### config.mk
export PLATFORM = sky130hd
export DESIGN_NAME = tape_ctrl_end_flat
export DESIGN_NICKNAME = d
export VERILOG_FILES = /design/src/core/tape_port_pkg.sv /design/src/core/tape_link_if.sv /design/src/core/tape_ctrl_end.sv /design/src/flat_wrapper.sv
export SDC_FILE = /design/constraint.sdc
export NUM_CORES = 1
export LEC_CHECK = 0
export ABC_AREA = 0
export BUFFER_PORTS_ARGS = -buffer_cell sky130_fd_sc_hd__buf_2
export CAP_MARGIN = 20
export CORE_MARGIN = 2
export CORE_UTILIZATION = 50
export CTS_CLUSTER_DIAMETER = 50
export DETAILED_ROUTE_END_ITERATION = 12
export PLACE_DENSITY = 0.75
export SYNTH_ARGS = -nofsm -noshare
export SYNTH_HDL_FRONTEND = slang
export SYNTH_SLANG_ARGS = --single-unit
### constraint.sdc
create_clock -name clk -period 1.8 [get_ports clk]
set_clock_uncertainty 0.1 [all_clocks]
set_input_delay 0.09 -clock clk [delete_from_list [all_inputs] [get_ports clk]]
set_output_delay 0.09 -clock clk [all_outputs]
set_load 0.02 [all_outputs]
### src/core/tape_port_pkg.sv
// Shared constants and types for the tape drive transport port.
package tape_port_pkg;
	// System clock period in nanoseconds.
	localparam int CLK_PERIOD_NS = 10;
	// Bi-phase mark bit cell length in nanoseconds.
	localparam int CELL_NS = 70000;
	// Cycles in one bit cell (exact division).
	localparam int CELL_CYC = CELL_NS / CLK_PERIOD_NS;
	// Cycles in half a cell, used as the mid-cell mark.
	localparam int HALF_CYC = CELL_CYC / 2;
	// Cycles in three quarters of a cell, the decision point for recovery.
	localparam int TQ_CYC = (CELL_CYC * 3) / 4;
	// Cycles in a quarter cell, the least spacing of a real transition.
	localparam int Q_CYC = CELL_CYC / 4;
	// Cycles without any edge before the line is judged idle.
	localparam int IDLE_CYC = CELL_CYC * 2;
	// Tape speeds in inches per second.
	localparam int SLOW_IPS = 20;
	localparam int FAST_IPS = 80;
	// Cycles the transport needs to come up to speed after a run command.
	localparam int SPINUP_CYC = 1000;
	// Storage geometry: blocks per track and bytes per block.
	localparam int BLOCKS = 128;
	localparam int BLOCK_BYTES = 1024;
	// Counter width wide enough for every cycle count above.
	localparam int CNT_W = 14;
	// Reset value of the playback/record line (idle high).
	localparam logic LINE_IDLE = 1'b1;
	// Transport states of the drive end.
	typedef enum logic [1:0] {
		MOT_STOP,
		MOT_SPINUP,
		MOT_RUN
	} motion_t;
endpackage

### src/core/tape_link_if.sv
// Pin bundle between the controller and the tape drive.
`timescale 1ns/1ns
interface tape_link_if;
	logic halt_clamp;	// Brake, active high.
	logic backward_run_n;	// Reverse run, active low.
	logic forward_run_n;	// Forward run, active low.
	logic motion_inhibit;	// Inhibit motion, active high.
	logic rate_select;	// 0 slow, 1 fast.
	logic motion_ok;	// Tape properly moving.
	logic pack_present_n;	// Cassette in place, active low.
	logic record_data;	// Bi-phase mark stream into the drive.
	logic head_side;	// 1 track A, 0 track B.
	logic record_mode_n;	// 0 write, 1 read.
	logic playback_data;	// Bi-phase mark stream out of the drive.
	// Drive end of the link.
	modport drive (
		input  halt_clamp, backward_run_n, forward_run_n, motion_inhibit, rate_select,
		input  record_data, head_side, record_mode_n,
		output motion_ok, pack_present_n, playback_data
	);
	// Controller end of the link.
	modport ctrl (
		output halt_clamp, backward_run_n, forward_run_n, motion_inhibit, rate_select,
		output record_data, head_side, record_mode_n,
		input  motion_ok, pack_present_n, playback_data
	);
endinterface

### src/core/tape_ctrl_end.sv
// Controller end: motion commands, bi-phase mark encoder and decoder.
// Behaviour
// - Halt clamp high applies the brake.
// - Backward run low moves tape reverse.
// - Forward run low moves tape forward.
// - Inhibit high stops motion, playback high.
// - Inhibit low allows motion and playback.
// - Rate select: 0 is 20, 1 is 80 ips.
// - Motion status high only while properly moving.
// - Motion status low whenever tape is stopped.
// - Pack present low when cassette inserted.
// - Record cells last 70 microseconds each.
// - One is mid-cell transition, zero none.
// - Head side: 1 track A, 0 track B.
// - Record mode low writes, high reads.
// - Playback uses the same bi-phase format.
// - Controller recovers clock from line transitions.
// - Controller decodes stream back to binary.
// - Two tracks of 128 one-kilobyte blocks.
`timescale 1ns/1ns
module tape_ctrl_end (
	// Clock, reset and enable.
	input  wire logic       clk,
	input  wire logic       rst_n,
	input  wire logic       ce,
	// Link to the drive.
	tape_link_if.ctrl       link,
	// Motion commands from the user.
	input  wire logic       cmd_fwd,
	input  wire logic       cmd_rev,
	input  wire logic       cmd_halt,
	input  wire logic       cmd_inhibit,
	input  wire logic       cmd_fast,
	input  wire logic       cmd_track_a,
	input  wire logic       cmd_write,
	// Block address, track bit above block number.
	input  wire logic [7:0] block_addr,
	output logic            addr_track_a,
	output logic [6:0]      addr_block,
	// Transmit bit stream.
	input  wire logic       tx_valid,
	input  wire logic       tx_bit,
	output logic            tx_ready,
	// Received bits and status.
	output logic            rx_valid,
	output logic            rx_bit,
	output logic            moving,
	output logic            pack_in
);
	// Two-stage synchronisers for the three inputs from the drive.
	// They reset to the idle levels so that the decoder sees no false edge after reset.
	localparam logic [2:0] SYNC_IDLE = 3'h6;
	logic [2:0] s1;
	logic [2:0] s2;
	genvar g;
	generate
		for (g = 0; g < 3; g++) begin : g_sync
			always_ff @(posedge clk) begin
				if (!rst_n) begin
					s1[g] <= SYNC_IDLE[g];
					s2[g] <= SYNC_IDLE[g];
				end else if (ce) begin
					s1[g] <= (g == 0) ? link.motion_ok : (g == 1) ? link.pack_present_n : link.playback_data;
					s2[g] <= s1[g];
				end
			end
		end
	endgenerate

	// Command and address registers.
	logic next_fwd_n, next_rev_n, next_halt, next_inh, next_rate, next_side, next_rmode_n;
	always_comb begin
		// A halt or a double request drops both directions first.
		next_fwd_n = ~(cmd_fwd & ~cmd_rev & ~cmd_halt);
		next_rev_n = ~(cmd_rev & ~cmd_fwd & ~cmd_halt);
		// The brake is applied only once both run lines have been released.
		next_halt = cmd_halt & link.forward_run_n & link.backward_run_n;
		next_inh = cmd_inhibit;
		next_rate = cmd_fast;
		next_side = cmd_track_a;
		next_rmode_n = ~cmd_write;
	end

	// Registers the command lines and the decoded block address.
	always_ff @(posedge clk) begin
		if (!rst_n) begin
			link.forward_run_n <= 1'b1;
			link.backward_run_n <= 1'b1;
			link.halt_clamp <= 1'b1;
			link.motion_inhibit <= 1'b1;
			link.rate_select <= 1'b0;
			link.head_side <= 1'b1;
			link.record_mode_n <= 1'b1;
			addr_track_a <= 1'b1;
			addr_block <= 7'h00;
			moving <= 1'b0;
			pack_in <= 1'b0;
		end else if (ce) begin
			link.forward_run_n <= next_fwd_n;
			link.backward_run_n <= next_rev_n;
			link.halt_clamp <= next_halt;
			link.motion_inhibit <= next_inh;
			link.rate_select <= next_rate;
			link.head_side <= next_side;
			link.record_mode_n <= next_rmode_n;
			addr_track_a <= ~block_addr[7];
			addr_block <= block_addr[6:0];
			moving <= s2[0];
			pack_in <= ~s2[1];
		end
	end

	// Encoder: a level change at every cell start, another at mid-cell for a one.
	logic [tape_port_pkg::CNT_W-1:0] tcnt, next_tcnt;
	logic tbusy, next_tbusy, tbit, next_tbit, tline, next_tline;
	assign tx_ready = ~tbusy | (tcnt == tape_port_pkg::CNT_W'(tape_port_pkg::CELL_CYC - 1));
	always_comb begin
		next_tcnt = tcnt;
		next_tbusy = tbusy;
		next_tbit = tbit;
		next_tline = tline;
		if (tx_valid && tx_ready) begin
			next_tcnt = '0;
			next_tbusy = 1'b1;
			next_tbit = tx_bit;
			next_tline = ~tline;
		end else if (tbusy) begin
			if (tcnt == tape_port_pkg::CNT_W'(tape_port_pkg::CELL_CYC - 1)) begin
				next_tbusy = 1'b0;
			end else begin
				next_tcnt = tcnt + 1'b1;
				if (tcnt == tape_port_pkg::CNT_W'(tape_port_pkg::HALF_CYC - 1) && tbit) begin
					next_tline = ~tline;
				end
			end
		end
	end

	// Registers the encoder.
	always_ff @(posedge clk) begin
		if (!rst_n) begin
			tcnt <= '0;
			tbusy <= 1'b0;
			tbit <= 1'b0;
			tline <= tape_port_pkg::LINE_IDLE;
		end else if (ce) begin
			tcnt <= next_tcnt;
			tbusy <= next_tbusy;
			tbit <= next_tbit;
			tline <= next_tline;
		end
	end
	assign link.record_data = tline;

	// Decoder: an edge opens a cell; an edge before three quarters marks a one.
	logic [tape_port_pkg::CNT_W-1:0] rcnt, next_rcnt;
	logic rprev, rmid, next_rmid, rlock, next_rlock, next_rxv, next_rxb;
	logic redge;
	assign redge = s2[2] ^ rprev;
	always_comb begin
		next_rcnt = (rcnt == tape_port_pkg::CNT_W'(tape_port_pkg::IDLE_CYC)) ? rcnt : rcnt + 1'b1;
		next_rmid = rmid;
		next_rlock = rlock;
		next_rxv = 1'b0;
		next_rxb = rx_bit;
		if (rcnt == tape_port_pkg::CNT_W'(tape_port_pkg::IDLE_CYC)) begin
			next_rlock = 1'b0;
		end
		if (redge && rcnt >= tape_port_pkg::CNT_W'(tape_port_pkg::Q_CYC)) begin
			if (rcnt < tape_port_pkg::CNT_W'(tape_port_pkg::TQ_CYC) && rlock && !rmid) begin
				next_rmid = 1'b1;
			end else begin
				// Cell boundary: the cell just closed is delivered.
				next_rxv = rlock;
				next_rxb = rmid;
				next_rmid = 1'b0;
				next_rlock = 1'b1;
				next_rcnt = '0;
			end
		end
	end

	// Registers the decoder.
	always_ff @(posedge clk) begin
		if (!rst_n) begin
			rcnt <= '0;
			rprev <= tape_port_pkg::LINE_IDLE;
			rmid <= 1'b0;
			rlock <= 1'b0;
			rx_valid <= 1'b0;
			rx_bit <= 1'b0;
		end else if (ce) begin
			rcnt <= next_rcnt;
			rprev <= s2[2];
			rmid <= next_rmid;
			rlock <= next_rlock;
			rx_valid <= next_rxv;
			rx_bit <= next_rxb;
		end
	end
endmodule

### src/flat_wrapper.sv
// flat-port wrapper written by rule: the top's interface ports become plain ports
module tape_ctrl_end_flat 
  (clk, rst_n, ce, cmd_fwd, cmd_rev, cmd_halt, cmd_inhibit, cmd_fast, cmd_track_a, cmd_write, block_addr, addr_track_a, addr_block, tx_valid, tx_bit, tx_ready, rx_valid, rx_bit, moving, pack_in, link_halt_clamp, link_backward_run_n, link_forward_run_n, link_motion_inhibit, link_rate_select, link_record_data, link_head_side, link_record_mode_n, link_motion_ok, link_pack_present_n, link_playback_data);
  tape_link_if link_i ();
  input  wire logic clk;
  input  wire logic rst_n;
  input  wire logic ce;
  input  wire logic cmd_fwd;
  input  wire logic cmd_rev;
  input  wire logic cmd_halt;
  input  wire logic cmd_inhibit;
  input  wire logic cmd_fast;
  input  wire logic cmd_track_a;
  input  wire logic cmd_write;
  input  wire logic [7:0] block_addr;
  output logic addr_track_a;
  output logic [6:0] addr_block;
  input  wire logic tx_valid;
  input  wire logic tx_bit;
  output logic tx_ready;
  output logic rx_valid;
  output logic rx_bit;
  output logic moving;
  output logic pack_in;
  output wire logic [$bits(link_i.halt_clamp)-1:0] link_halt_clamp;
  output wire logic [$bits(link_i.backward_run_n)-1:0] link_backward_run_n;
  output wire logic [$bits(link_i.forward_run_n)-1:0] link_forward_run_n;
  output wire logic [$bits(link_i.motion_inhibit)-1:0] link_motion_inhibit;
  output wire logic [$bits(link_i.rate_select)-1:0] link_rate_select;
  output wire logic [$bits(link_i.record_data)-1:0] link_record_data;
  output wire logic [$bits(link_i.head_side)-1:0] link_head_side;
  output wire logic [$bits(link_i.record_mode_n)-1:0] link_record_mode_n;
  input wire logic [$bits(link_i.motion_ok)-1:0] link_motion_ok;
  input wire logic [$bits(link_i.pack_present_n)-1:0] link_pack_present_n;
  input wire logic [$bits(link_i.playback_data)-1:0] link_playback_data;
  assign link_halt_clamp = link_i.halt_clamp;
  assign link_backward_run_n = link_i.backward_run_n;
  assign link_forward_run_n = link_i.forward_run_n;
  assign link_motion_inhibit = link_i.motion_inhibit;
  assign link_rate_select = link_i.rate_select;
  assign link_record_data = link_i.record_data;
  assign link_head_side = link_i.head_side;
  assign link_record_mode_n = link_i.record_mode_n;
  assign link_i.motion_ok = link_motion_ok;
  assign link_i.pack_present_n = link_pack_present_n;
  assign link_i.playback_data = link_playback_data;
  tape_ctrl_end u_core (.clk(clk), .rst_n(rst_n), .ce(ce), .link(link_i), .cmd_fwd(cmd_fwd), .cmd_rev(cmd_rev), .cmd_halt(cmd_halt), .cmd_inhibit(cmd_inhibit), .cmd_fast(cmd_fast), .cmd_track_a(cmd_track_a), .cmd_write(cmd_write), .block_addr(block_addr), .addr_track_a(addr_track_a), .addr_block(addr_block), .tx_valid(tx_valid), .tx_bit(tx_bit), .tx_ready(tx_ready), .rx_valid(rx_valid), .rx_bit(rx_bit), .moving(moving), .pack_in(pack_in));
endmodule
==> results.tsv, run 1 <==
metric	value	unit
status	complete, but fails checks	
violated checks	negative setup slack	
Tightest Pin Transition	0.411	ns
Startpoint Class	flip-flop	
Sink Count	59	
Fillers	288	
Cell Area, Synth	2710	um2
top-area cell type share of the netlist area	43.7	%
reg-to-reg setup timing slack	-0.24	ns
clock latency on the worst-skew pair	0.35	ns
post-synthesis compound-gate area fraction	13.1	%
htree depth	3	
Non-Filler Instances	491	
Final Hold Slack	0.0773	ns
Worst R2R End	u_core.tcnt[12]	
Clock power frac	46.6	%
Switching Fraction	23.0	%
IO buf count	43	
reg-to-reg startpoint	u_core.tcnt[12]	
Distinct cells, synth	48	
Final HPWL DP	4.45	mm
TritonCTS clock tree	yes	
Max-Cap Viols	0	
vias after detailed routing	2703	
relative slew slack	72.4	%
hold path start	tx_valid	
die extent in y	77.6	um
CTS Buf Count	9	
Slew Limit Fails	0	
RSZ-0062 raised after global routing	yes	
CP Data Arrival Time	2.21	ns
Synth async-reset ratio	0	%
Inst Count DP	444	
global-route wire length before repair	12.1	mm
Fin. Hold Viols	0	
FF/Latch Area	1180	um2
hold path cells	3	
Crit path buffers/inverters	1	
area leader, netlist	dfxtp_1	
Area Growth Syn to Fin	49.7	%
DIE WIDTH	77.6	um
drt wl/cell	16.4	um
nets	443	
Area contributors post-synth	dfxtp_1, mux2i_1, nand2_1, xor2_1, nor2_1	
Synth Net Count	325	
Via density	5.51	
Post-DRT Antenna Nets	0	
main combinational cell family by area after synthesis	simple AND/OR/NAND/NOR gates	
Primary FF master, synth	dfxtp_1	
Post-Synth Adder-Cell Area	1.85	%
Sequential Power Share	42.6	%
final wirelength	8.07	mm
Final setup viols	23	
initial cell density of the core	52.3	%
Pint	2.47	mW
Post-Syn Instances	298	
DR pass1 iterations	5	
Max VDD drop	799	uV
row count	26	
Tcrit/Tclk final	113	%
leakage power	1.61	nW
Net Sw Power	738	uW
Crit path depth	6	
xor and xnor fraction of the mapped netlist area	5.50	%
flops & latches, synth	59	
Critical Path Max Stage Delay	0.43	ns
fmax	0.490	GHz
Simple-Gate Fraction of Synth Area	24.8	%
worst hold path type	in2reg	
largest net degree at the start of global routing	29	
# diodes	0	
die area	6010	um2
antenna violations before repair	0	
gpl congestion	0.876	
1st-iter DRT viols	118	
layout cell share with drive strength beyond 1	37.3	%
Max Root-Sink Buffers	2	
DRC	0	
number of synthesized flops with an enable pin	0	
worst r2r path cells	6	
CORE AREA	5170	um2
Syn. warnings	0	
Avg Cell Area, Syn	9.08	um2
vias in the first global route	2662	
Worst setup EP type	flip-flop	
crit path max fanout	8	
post-layout min period	2.04	ns
cell family with most CP delay	compound AO/OA/AOI/OAI gates	
clock slew at reported path FFs	0.07	ns
Overall Global Routing Usage	25.5	%
post-synthesis mux area share	7.59	%
total grt overflow	0	
area of the multi-input gates	1620	um2
Clock Tree Root	clkbuf_8	
CP max stage cell	o41a_1	
crit path kind	reg2reg	
power per cell area	792	nW/um2
Worst Hold End	u_core.tbit	
worst path cell trace	or3b_1 -> o41a_1 -> buf_6 -> o211ai_4 -> o31ai_1 -> a21oi_2	
post-synthesis sequential area ratio	43.7	%
setup ws final	-0.241	ns
Combinational Power Share	10.8	%
# IOs	44	
CP Data Required Time	1.97	ns
[logic make-up (layout without fill, tap and decap cells)]
| group | count (synthesis) | count (layout) |
|---|---|---|
| simple gates | 128 | 128 |
| buf+inv | 21 | 144 |
| flops | 59 | 59 |
| mux | 20 | 20 |
| fa+ha+maj | 4 | 4 |
| xor+xnor | 17 | 17 |
| compound gates | 49 | 49 |
[synth_stat cells (2+ instances only)]
library cell and number:
or3_1 7, nand4bb_1 2, ha_1 4, nand4_1 10
o41a_1 2, and3_1 2, nand4b_1 2, nand3_1 12
nand2_1 36, buf_2 3, nor2_1 20, dfxtp_1 59
o21a_1 5, o21ai_1 2, xor2_1 12, nand2b_1 3
a21boi_0 3, clkbuf_1 7, o31ai_1 5, or4_1 6
xnor2_1 5, a21oi_1 10, nor3_1 6, inv_1 7
o211ai_1 4, buf_1 2, nor2b_1 12, nor4_1 4
mux2i_1 19, o21ai_0 9
[worst min-delay path: cells and delay by family]
family	cells	cell delay, ns
compound gates	1	0.08
buf+inv	1	0.17
simple gates	1	0.14
[repair_timing]
item | in CTS | in global routing
resized for setup | 16 | 41
pin swaps | 7 | 23
endpoints found under the setup margin | 34 | 36
buffers inserted | 5 | 3
endpoints found under the hold margin | 20 | 0
cloned | 1 | 0
hold buffers | 22 | 0
[metal layers]
metal,global-route usage (%),vias up,share of wire [%]
li1,-,1304,-
met1,26.7,1292,39
met2,49.0,88,55
met3,6.05,19,4.1
met4,9.11,0,2.3
met5,0,-,0
[power groups by stage]
stage               registers [mW]  clock network (mW)  logic, mW
global placement              1.39                   0      0.262
detailed placement            1.39                   0      0.269
finish                        1.37                1.49      0.345
global route                  1.37                1.55      0.368
floorplan                     1.42                   0      0.130
CTS                           1.36                1.51      0.320
[placed cells by master, fill, tap and decap left out, types with 4 or more instances in the layout]
cell type	synthesis	routed
a21oi_1	10	8
o21ai_0	9	5
nand4_1	10	10
buf_2	3	43
nor2b_1	12	12
xnor2_1	5	5
or4_1	6	4
buf_6	1	7
dfxtp_1	59	56
nor2_1	20	10
nor2_2	0	5
or3_1	7	5
xor2_1	12	10
mux2i_1	19	19
buf_4	1	49
nand2_1	36	36
inv_1	7	6
dlygate4sd3_1	0	22
nor3_1	6	4
clkbuf_8	0	10
nand3_1	12	9
o31ai_1	5	4
o211ai_1	4	4
nor2_4	0	5
o21a_1	5	5
[area by class of cell]
| class | instances | area share (%) |
|---|---|---|
| clock buffer | 12 | 3.58 |
| timing repair buffer | 121 | 21.8 |
| sequential | 59 | 29.3 |
| clock inverter | 4 | 2.41 |
| multi-input combinational | 218 | 40.1 |
| inverter | 7 | 0.711 |
| tap | 70 | 2.16 |
[metrics by stage]
| stage | power [mW] | setup WS (ns) | instance area, um2 | setup TNS, ns | util, % |
|---|---|---|---|---|---|
| 5_1_grt | 3.28 | -0.267 | 4050 | -4.58 | 78.3 |
| 3_5_place_dp | 1.66 | -0.287 | 3310 | -5.67 | 64.0 |
| 3_3_place_gp | 1.65 | -0.186 | 3310 | -4.39 | 64.0 |
| 2_1_floorplan | 1.55 | -0.0613 | 2730 | -0.0613 | - |
| 6_report | 3.20 | -0.241 | 4050 | -2.95 | 78.3 |
| 4_1_cts | 3.19 | -0.167 | 3890 | -2.19 | 75.3 |
[registers in the layout, summed over array words and instances, names as in the netlist, 3 cells and up]
| register | flops |
|---|---|
| u_core.s1 | 3 |
| u_core.s2 | 3 |
| u_core.addr_block | 7 |
| u_core.tcnt | 14 |
| u_core.rcnt | 14 |
[worst max path at each step]
stage | start | end
floorplan | u_core.tcnt[5] | u_core.link.record_data
global placement | u_core.rcnt[11] | u_core.rcnt[12]
detailed placement | u_core.rcnt[11] | u_core.rcnt[12]
CTS | u_core.tcnt[12] | tx_ready
global route | u_core.tcnt[12] | u_core.tcnt[3]
finish | u_core.tcnt[12] | u_core.tcnt[12]
Note: power is estimated with default switching activity, not from simulation.
==> inputs of run 2 (changes only) <==
--- a/config.mk
+++ b/config.mk
@@ -9,10 +9,10 @@
 export BUFFER_PORTS_ARGS = -buffer_cell sky130_fd_sc_hd__buf_2
 export CAP_MARGIN = 20
 export CORE_MARGIN = 2
-export CORE_UTILIZATION = 50
+export CORE_UTILIZATION = 60
 export CTS_CLUSTER_DIAMETER = 50
 export DETAILED_ROUTE_END_ITERATION = 12
-export PLACE_DENSITY = 0.75
+export PLACE_DENSITY = 0.84
 export SYNTH_ARGS = -nofsm -noshare
 export SYNTH_HDL_FRONTEND = slang
 export SYNTH_SLANG_ARGS = --single-unit
==> constraint.sdc (replaced) <==
create_clock -name clk -period 2.6 [get_ports clk]
set_clock_uncertainty 0.1 [all_clocks]
set_input_delay 0.13 -clock clk [delete_from_list [all_inputs] [get_ports clk]]
set_output_delay 0.13 -clock clk [all_outputs]
set_load 0.02 [all_outputs]
==> results.tsv, run 2 (same netlist as run 1, synthesis figures left out) <==
metric	value	unit
TritonCTS clock tree	yes	
Via density	5.85	
DR pass1 iterations	4	
worst path cell trace	or3b_1 -> o41a_1 -> buf_4 -> inv_1 -> buf_2	
RSZ-0062 raised after global routing	no	
final core utilization	77.6	%
Startpoint Class	flip-flop	
row count	24	
nets	390	
Final setup viols	0	
Critical Path Max Stage Delay	0.46	ns
Max VDD drop	346	uV
Regs by FF count	u_core.rcnt x14, u_core.tcnt x14, u_core.addr_block x7	
reg-to-reg startpoint	u_core.tcnt[5]	
clock latency on the worst-skew pair	0.33	ns
most common cell after layout, fill and taps aside	dfxtp_1	
Sink Count	59	
setup TNS	0	ns
Non-Filler Instances	420	
Max-Cap Viols	0	
largest net degree at the start of global routing	42	
Clock Tree Root	clkbuf_8	
Max Root-Sink Buffers	2	
most frequent cells in the layout	dfxtp_1, buf_2, nand2_1	
CTS Buf Count	9	
CP Data Arrival Time	2.03	ns
# diodes	0	
reg-to-reg setup timing slack	0.44	ns
post-layout min period	2.26	ns
CP max stage cell	o41a_1	
leakage power	1.32	nW
CP Data Required Time	2.37	ns
Post-DRT Antenna Nets	0	
DRC	0	
Slew Limit Fails	0	
hold path cells	3	
final instance area	3380	um2
Tightest Pin Transition	0.623	ns
Worst R2R End	u_core.tcnt[8]	
DP Area	2970	um2
clock slew at reported path FFs	0.07	ns
hold path start	tx_valid	
relative slew slack	58.4	%
DIE WIDTH	71.1	um
layout cell share with drive strength beyond 1	18.5	%
Fin. Hold Viols	0	
vias in the first global route	2437	
worst r2r path cells	5	
Inst Count DP	384	
power per cell area	603	nW/um2
worst hold path type	in2reg	
die area	5060	um2
crit path kind	reg2out	
status	complete, no violations	
Worst setup EP type	output pin	
fmax	0.442	GHz
cell family with most CP delay	buffers and inverters	
gpl congestion	0.831	
# IOs	44	
final wirelength	6.29	mm
crit path max fanout	8	
Area Growth Syn to Fin	24.8	%
CORE AREA	4350	um2
Overall Global Routing Usage	27.4	%
die extent in y	71.1	um
htree depth	3	
antenna violations before repair	0	
global-route wire length before repair	10.9	mm
vias after detailed routing	2455	
initial cell density of the core	62.1	%
Crit path buffers/inverters	3	
IO buf count	43	
Worst Hold End	u_core.tbit	
1st-iter DRT viols	175	
drt wl/cell	15.0	um
Tcrit/Tclk final	87.0	%
total grt overflow	0	
Final HPWL DP	3.72	mm
-- run 2: changes by cell type in the layout (fill, tap and decap cells not counted), moves of 4 or more --
cell	delta
nor2_4	-5
nor2_1	+10
nor2_2	-5
o21ai_0	+4
buf_6	-7
buf_4	-45
-- run 2: worst max path at each step --
stage,start,depth (start not counted),to
after global routing,u_core.tcnt[5],5,tx_ready
after detailed placement,u_core.tcnt[5],5,u_core.tcnt[8]
after global placement,u_core.tcnt[5],5,u_core.tcnt[8]
after floorplan,u_core.tcnt[5],6,u_core.link.record_data
final,u_core.tcnt[5],5,tx_ready
after CTS,u_core.tcnt[5],5,tx_ready
-- run 2: where the power goes --
group | internal, mW | leakage [nW] | switching [mW] | total [mW]
Sequential | 0.930 | 0.480 | 0.0182 | 0.948
Combinational | 0.0871 | 0.733 | 0.103 | 0.190
Clock | 0.537 | 0.103 | 0.361 | 0.898
-- run 2: repair_timing --
| item | CTS | global route |
|---|---|---|
| buffers inserted | 0 | 0 |
| hold buffers | 20 | 0 |
| gates resized for setup | 0 | 0 |
| endpoints found under the hold margin | 19 | 0 |
-- run 2: layer usage --
metal	wire [um]	track usage (%)
met5	0	0
met4	197	13.4
met3	339	9.69
met2	3160	44.9
met1	2590	31.7
-- run 2: worst reg2reg max path, delay by kind of cell, from the launching register on --
family	cells	cell delay, ns
AO/OA/AOI/OAI	3	0.95
buffers and inverters	1	0.24
flip-flops	1	0.35
AND/OR/NAND/NOR	1	0.39
-- run 2: layout make-up --
cell class	count	area, um2
clock buffers	11	131
clock inverters	5	77.6
fillers	266	977
inverters	7	26.3
multi-input cells	218	1430
flip-flops and latches	59	1180
well taps	52	65.1
repair buffers	68	465
-- run 2: per-stage QoR --
stage	hold WS, ns	power, mW	setup WS (ns)
floorplan	0.158	1.07	0.646
global placement	0.248	1.12	0.536
detailed placement	0.258	1.13	0.463
CTS	0.0841	2.03	0.339
global route	0.0844	2.11	0.236
finish	0.0889	2.04	0.338
==> inputs of run 3 (changes only) <==
--- a/config.mk
+++ b/config.mk
@@ -10,6 +10,7 @@
 export CAP_MARGIN = 20
 export CORE_MARGIN = 2
 export CORE_UTILIZATION = 60
+export CTS_BUF_LIST = sky130_fd_sc_hd__clkbuf_16
 export CTS_CLUSTER_DIAMETER = 50
 export DETAILED_ROUTE_END_ITERATION = 12
 export PLACE_DENSITY = 0.84
==> results.tsv, run 3 (same netlist as run 1, synthesis figures left out) <==
metric	value	unit
reg-to-reg setup timing slack	0.35	ns
Overall Global Routing Usage	29.5	%
global-route wire length before repair	11.5	mm
layout cell share with drive strength beyond 1	18.7	%
die area	5060	um2
DIE WIDTH	71.1	um
1st-iter DRT viols	317	
# diodes	0	
relative slew slack	56.9	%
CTS Buf Count	9	
Sequential Power Share	40.2	%
fmax	0.435	GHz
most common cell after layout, fill and taps aside	dfxtp_1	
Worst R2R End	u_core.link.record_data	
IO buf count	43	
largest net degree at the start of global routing	42	
Non-Filler Instances	415	
Combinational Power Share	8.0	%
total grt overflow	0	
die extent in y	71.1	um
Slew Limit Fails	0	
gpl congestion	0.831	
final wirelength	6.94	mm
Final Hold Slack	-0.00119	ns
Clock Tree Root	clkbuf_16	
Pint	1.84	mW
Post-DRT Antenna Nets	0	
most frequent cells in the layout	dfxtp_1, buf_2, nand2_1	
nets	385	
setup TNS	0	ns
Switching Fraction	22.2	%
vias after detailed routing	2523	
total power	2.37	mW
Clock power frac	51.8	%
worst hold path type	in2reg	
Tightest Pin Transition	0.647	ns
Via density	6.08	
Startpoint Class	flip-flop	
hold path cells	3	
Final setup viols	0	
Tcrit/Tclk final	88.4	%
Max Root-Sink Buffers	2	
reg-to-reg startpoint	u_core.tcnt[12]	
Final HPWL DP	3.72	mm
status	complete, but fails checks	
Max VDD drop	485	uV
Regs by FF count	u_core.rcnt x14, u_core.tcnt x14, u_core.addr_block x7	
CP Data Arrival Time	2.07	ns
hold path start	block_addr[0]	
Post CTS Setup Buffer Count	0	
power per cell area	690	nW/um2
crit path max fanout	8	
clock slew at reported path FFs	0.05	ns
antenna violations before repair	0	
Net Sw Power	525	uW
htree depth	3	
setup ws final	0.303	ns
Fin. Hold Viols	1	
Post-Place Worst Slack	0.463	ns
initial cell density of the core	62.1	%
vias in the first global route	2452	
worst r2r path cells	6	
CP Data Required Time	2.37	ns
row count	24	
Inst Count DP	384	
Sink Count	59	
post-layout min period	2.30	ns
leakage power	1.35	nW
Worst setup EP type	output pin	
Worst Hold End	u_core.addr_block[0]	
Max-Cap Viols	0	
CORE AREA	4350	um2
drt wl/cell	16.7	um
clock latency on the worst-skew pair	0.32	ns
violated checks	negative hold slack	
Area Growth Syn to Fin	26.7	%
RSZ-0062 raised after global routing	no	
DR pass1 iterations	7	
crit path kind	reg2out	
# IOs	44	
DRC	0	
TritonCTS clock tree	yes	
## run 3: per-layer routing
layer / part of all wire [%] / vias up / routed length, um / global-route usage, %
li1: - / 1185 / - / -
met1: 39 / 1215 / 2720 / 32.1
met2: 53 / 97 / 3660 / 52.4
met3: 5.5 / 26 / 381 / 8.12
met4: 2.5 / 0 / 172 / 14.3
met5: 0 / - / 0 / 0
## run 3: worst max-delay path, stage by stage (launching register included)
cell     delay [ns]
dfxtp_1        0.38
or3b_1         0.38
o41a_1         0.48
buf_4          0.21
inv_1          0.10
buf_2          0.19
## run 3: cell type report
class	instances	area, um2
Sequential cell	59	1180
Multi-Input combinational cell	218	1430
Inverter	7	26.3
Clock buffer	9	225
Tap cell	52	65.1
Timing Repair Buffer	63	415
Fill cell	264	926
Clock inverter	7	85.1
## run 3: how the worst max path moves through the flow
stage                    start                 endpoint  slack, ns  cells past startpoint
5_1_grt        u_core.tcnt[12]                 tx_ready       0.24                      5
4_1_cts        u_core.tcnt[12]                 tx_ready       0.34                      5
6_report       u_core.tcnt[12]                 tx_ready       0.30                      5
2_1_floorplan   u_core.tcnt[5]  u_core.link.record_data       0.65                      6
3_5_place_dp    u_core.tcnt[5]           u_core.tcnt[8]       0.46                      5
3_3_place_gp    u_core.tcnt[5]           u_core.tcnt[8]       0.54                      5
## run 3: per-stage QoR
| step | utilization, % | instance area [um2] |
|---|---|---|
| after floorplan | - | 2710 |
| after global placement | 68.2 | 2970 |
| after detailed placement | 68.2 | 2970 |
| after CTS | 78.7 | 3430 |
| after global routing | 78.7 | 3430 |
| final | 78.7 | 3430 |
## run 3: repair_timing
item,in CTS,in global routing
hold buffers,15,0
endpoints found under the hold margin,14,0
gates resized for setup,0,0
## run 3: power groups by stage
stage / clock, mW / sequential, mW / combinational [mW]
floorplan: 0 / 0.983 / 0.0887
global placement: 0 / 0.966 / 0.158
detailed placement: 0 / 0.966 / 0.163
CTS: 1.23 / 0.949 / 0.182
global route: 1.28 / 0.952 / 0.204
finish: 1.23 / 0.950 / 0.190
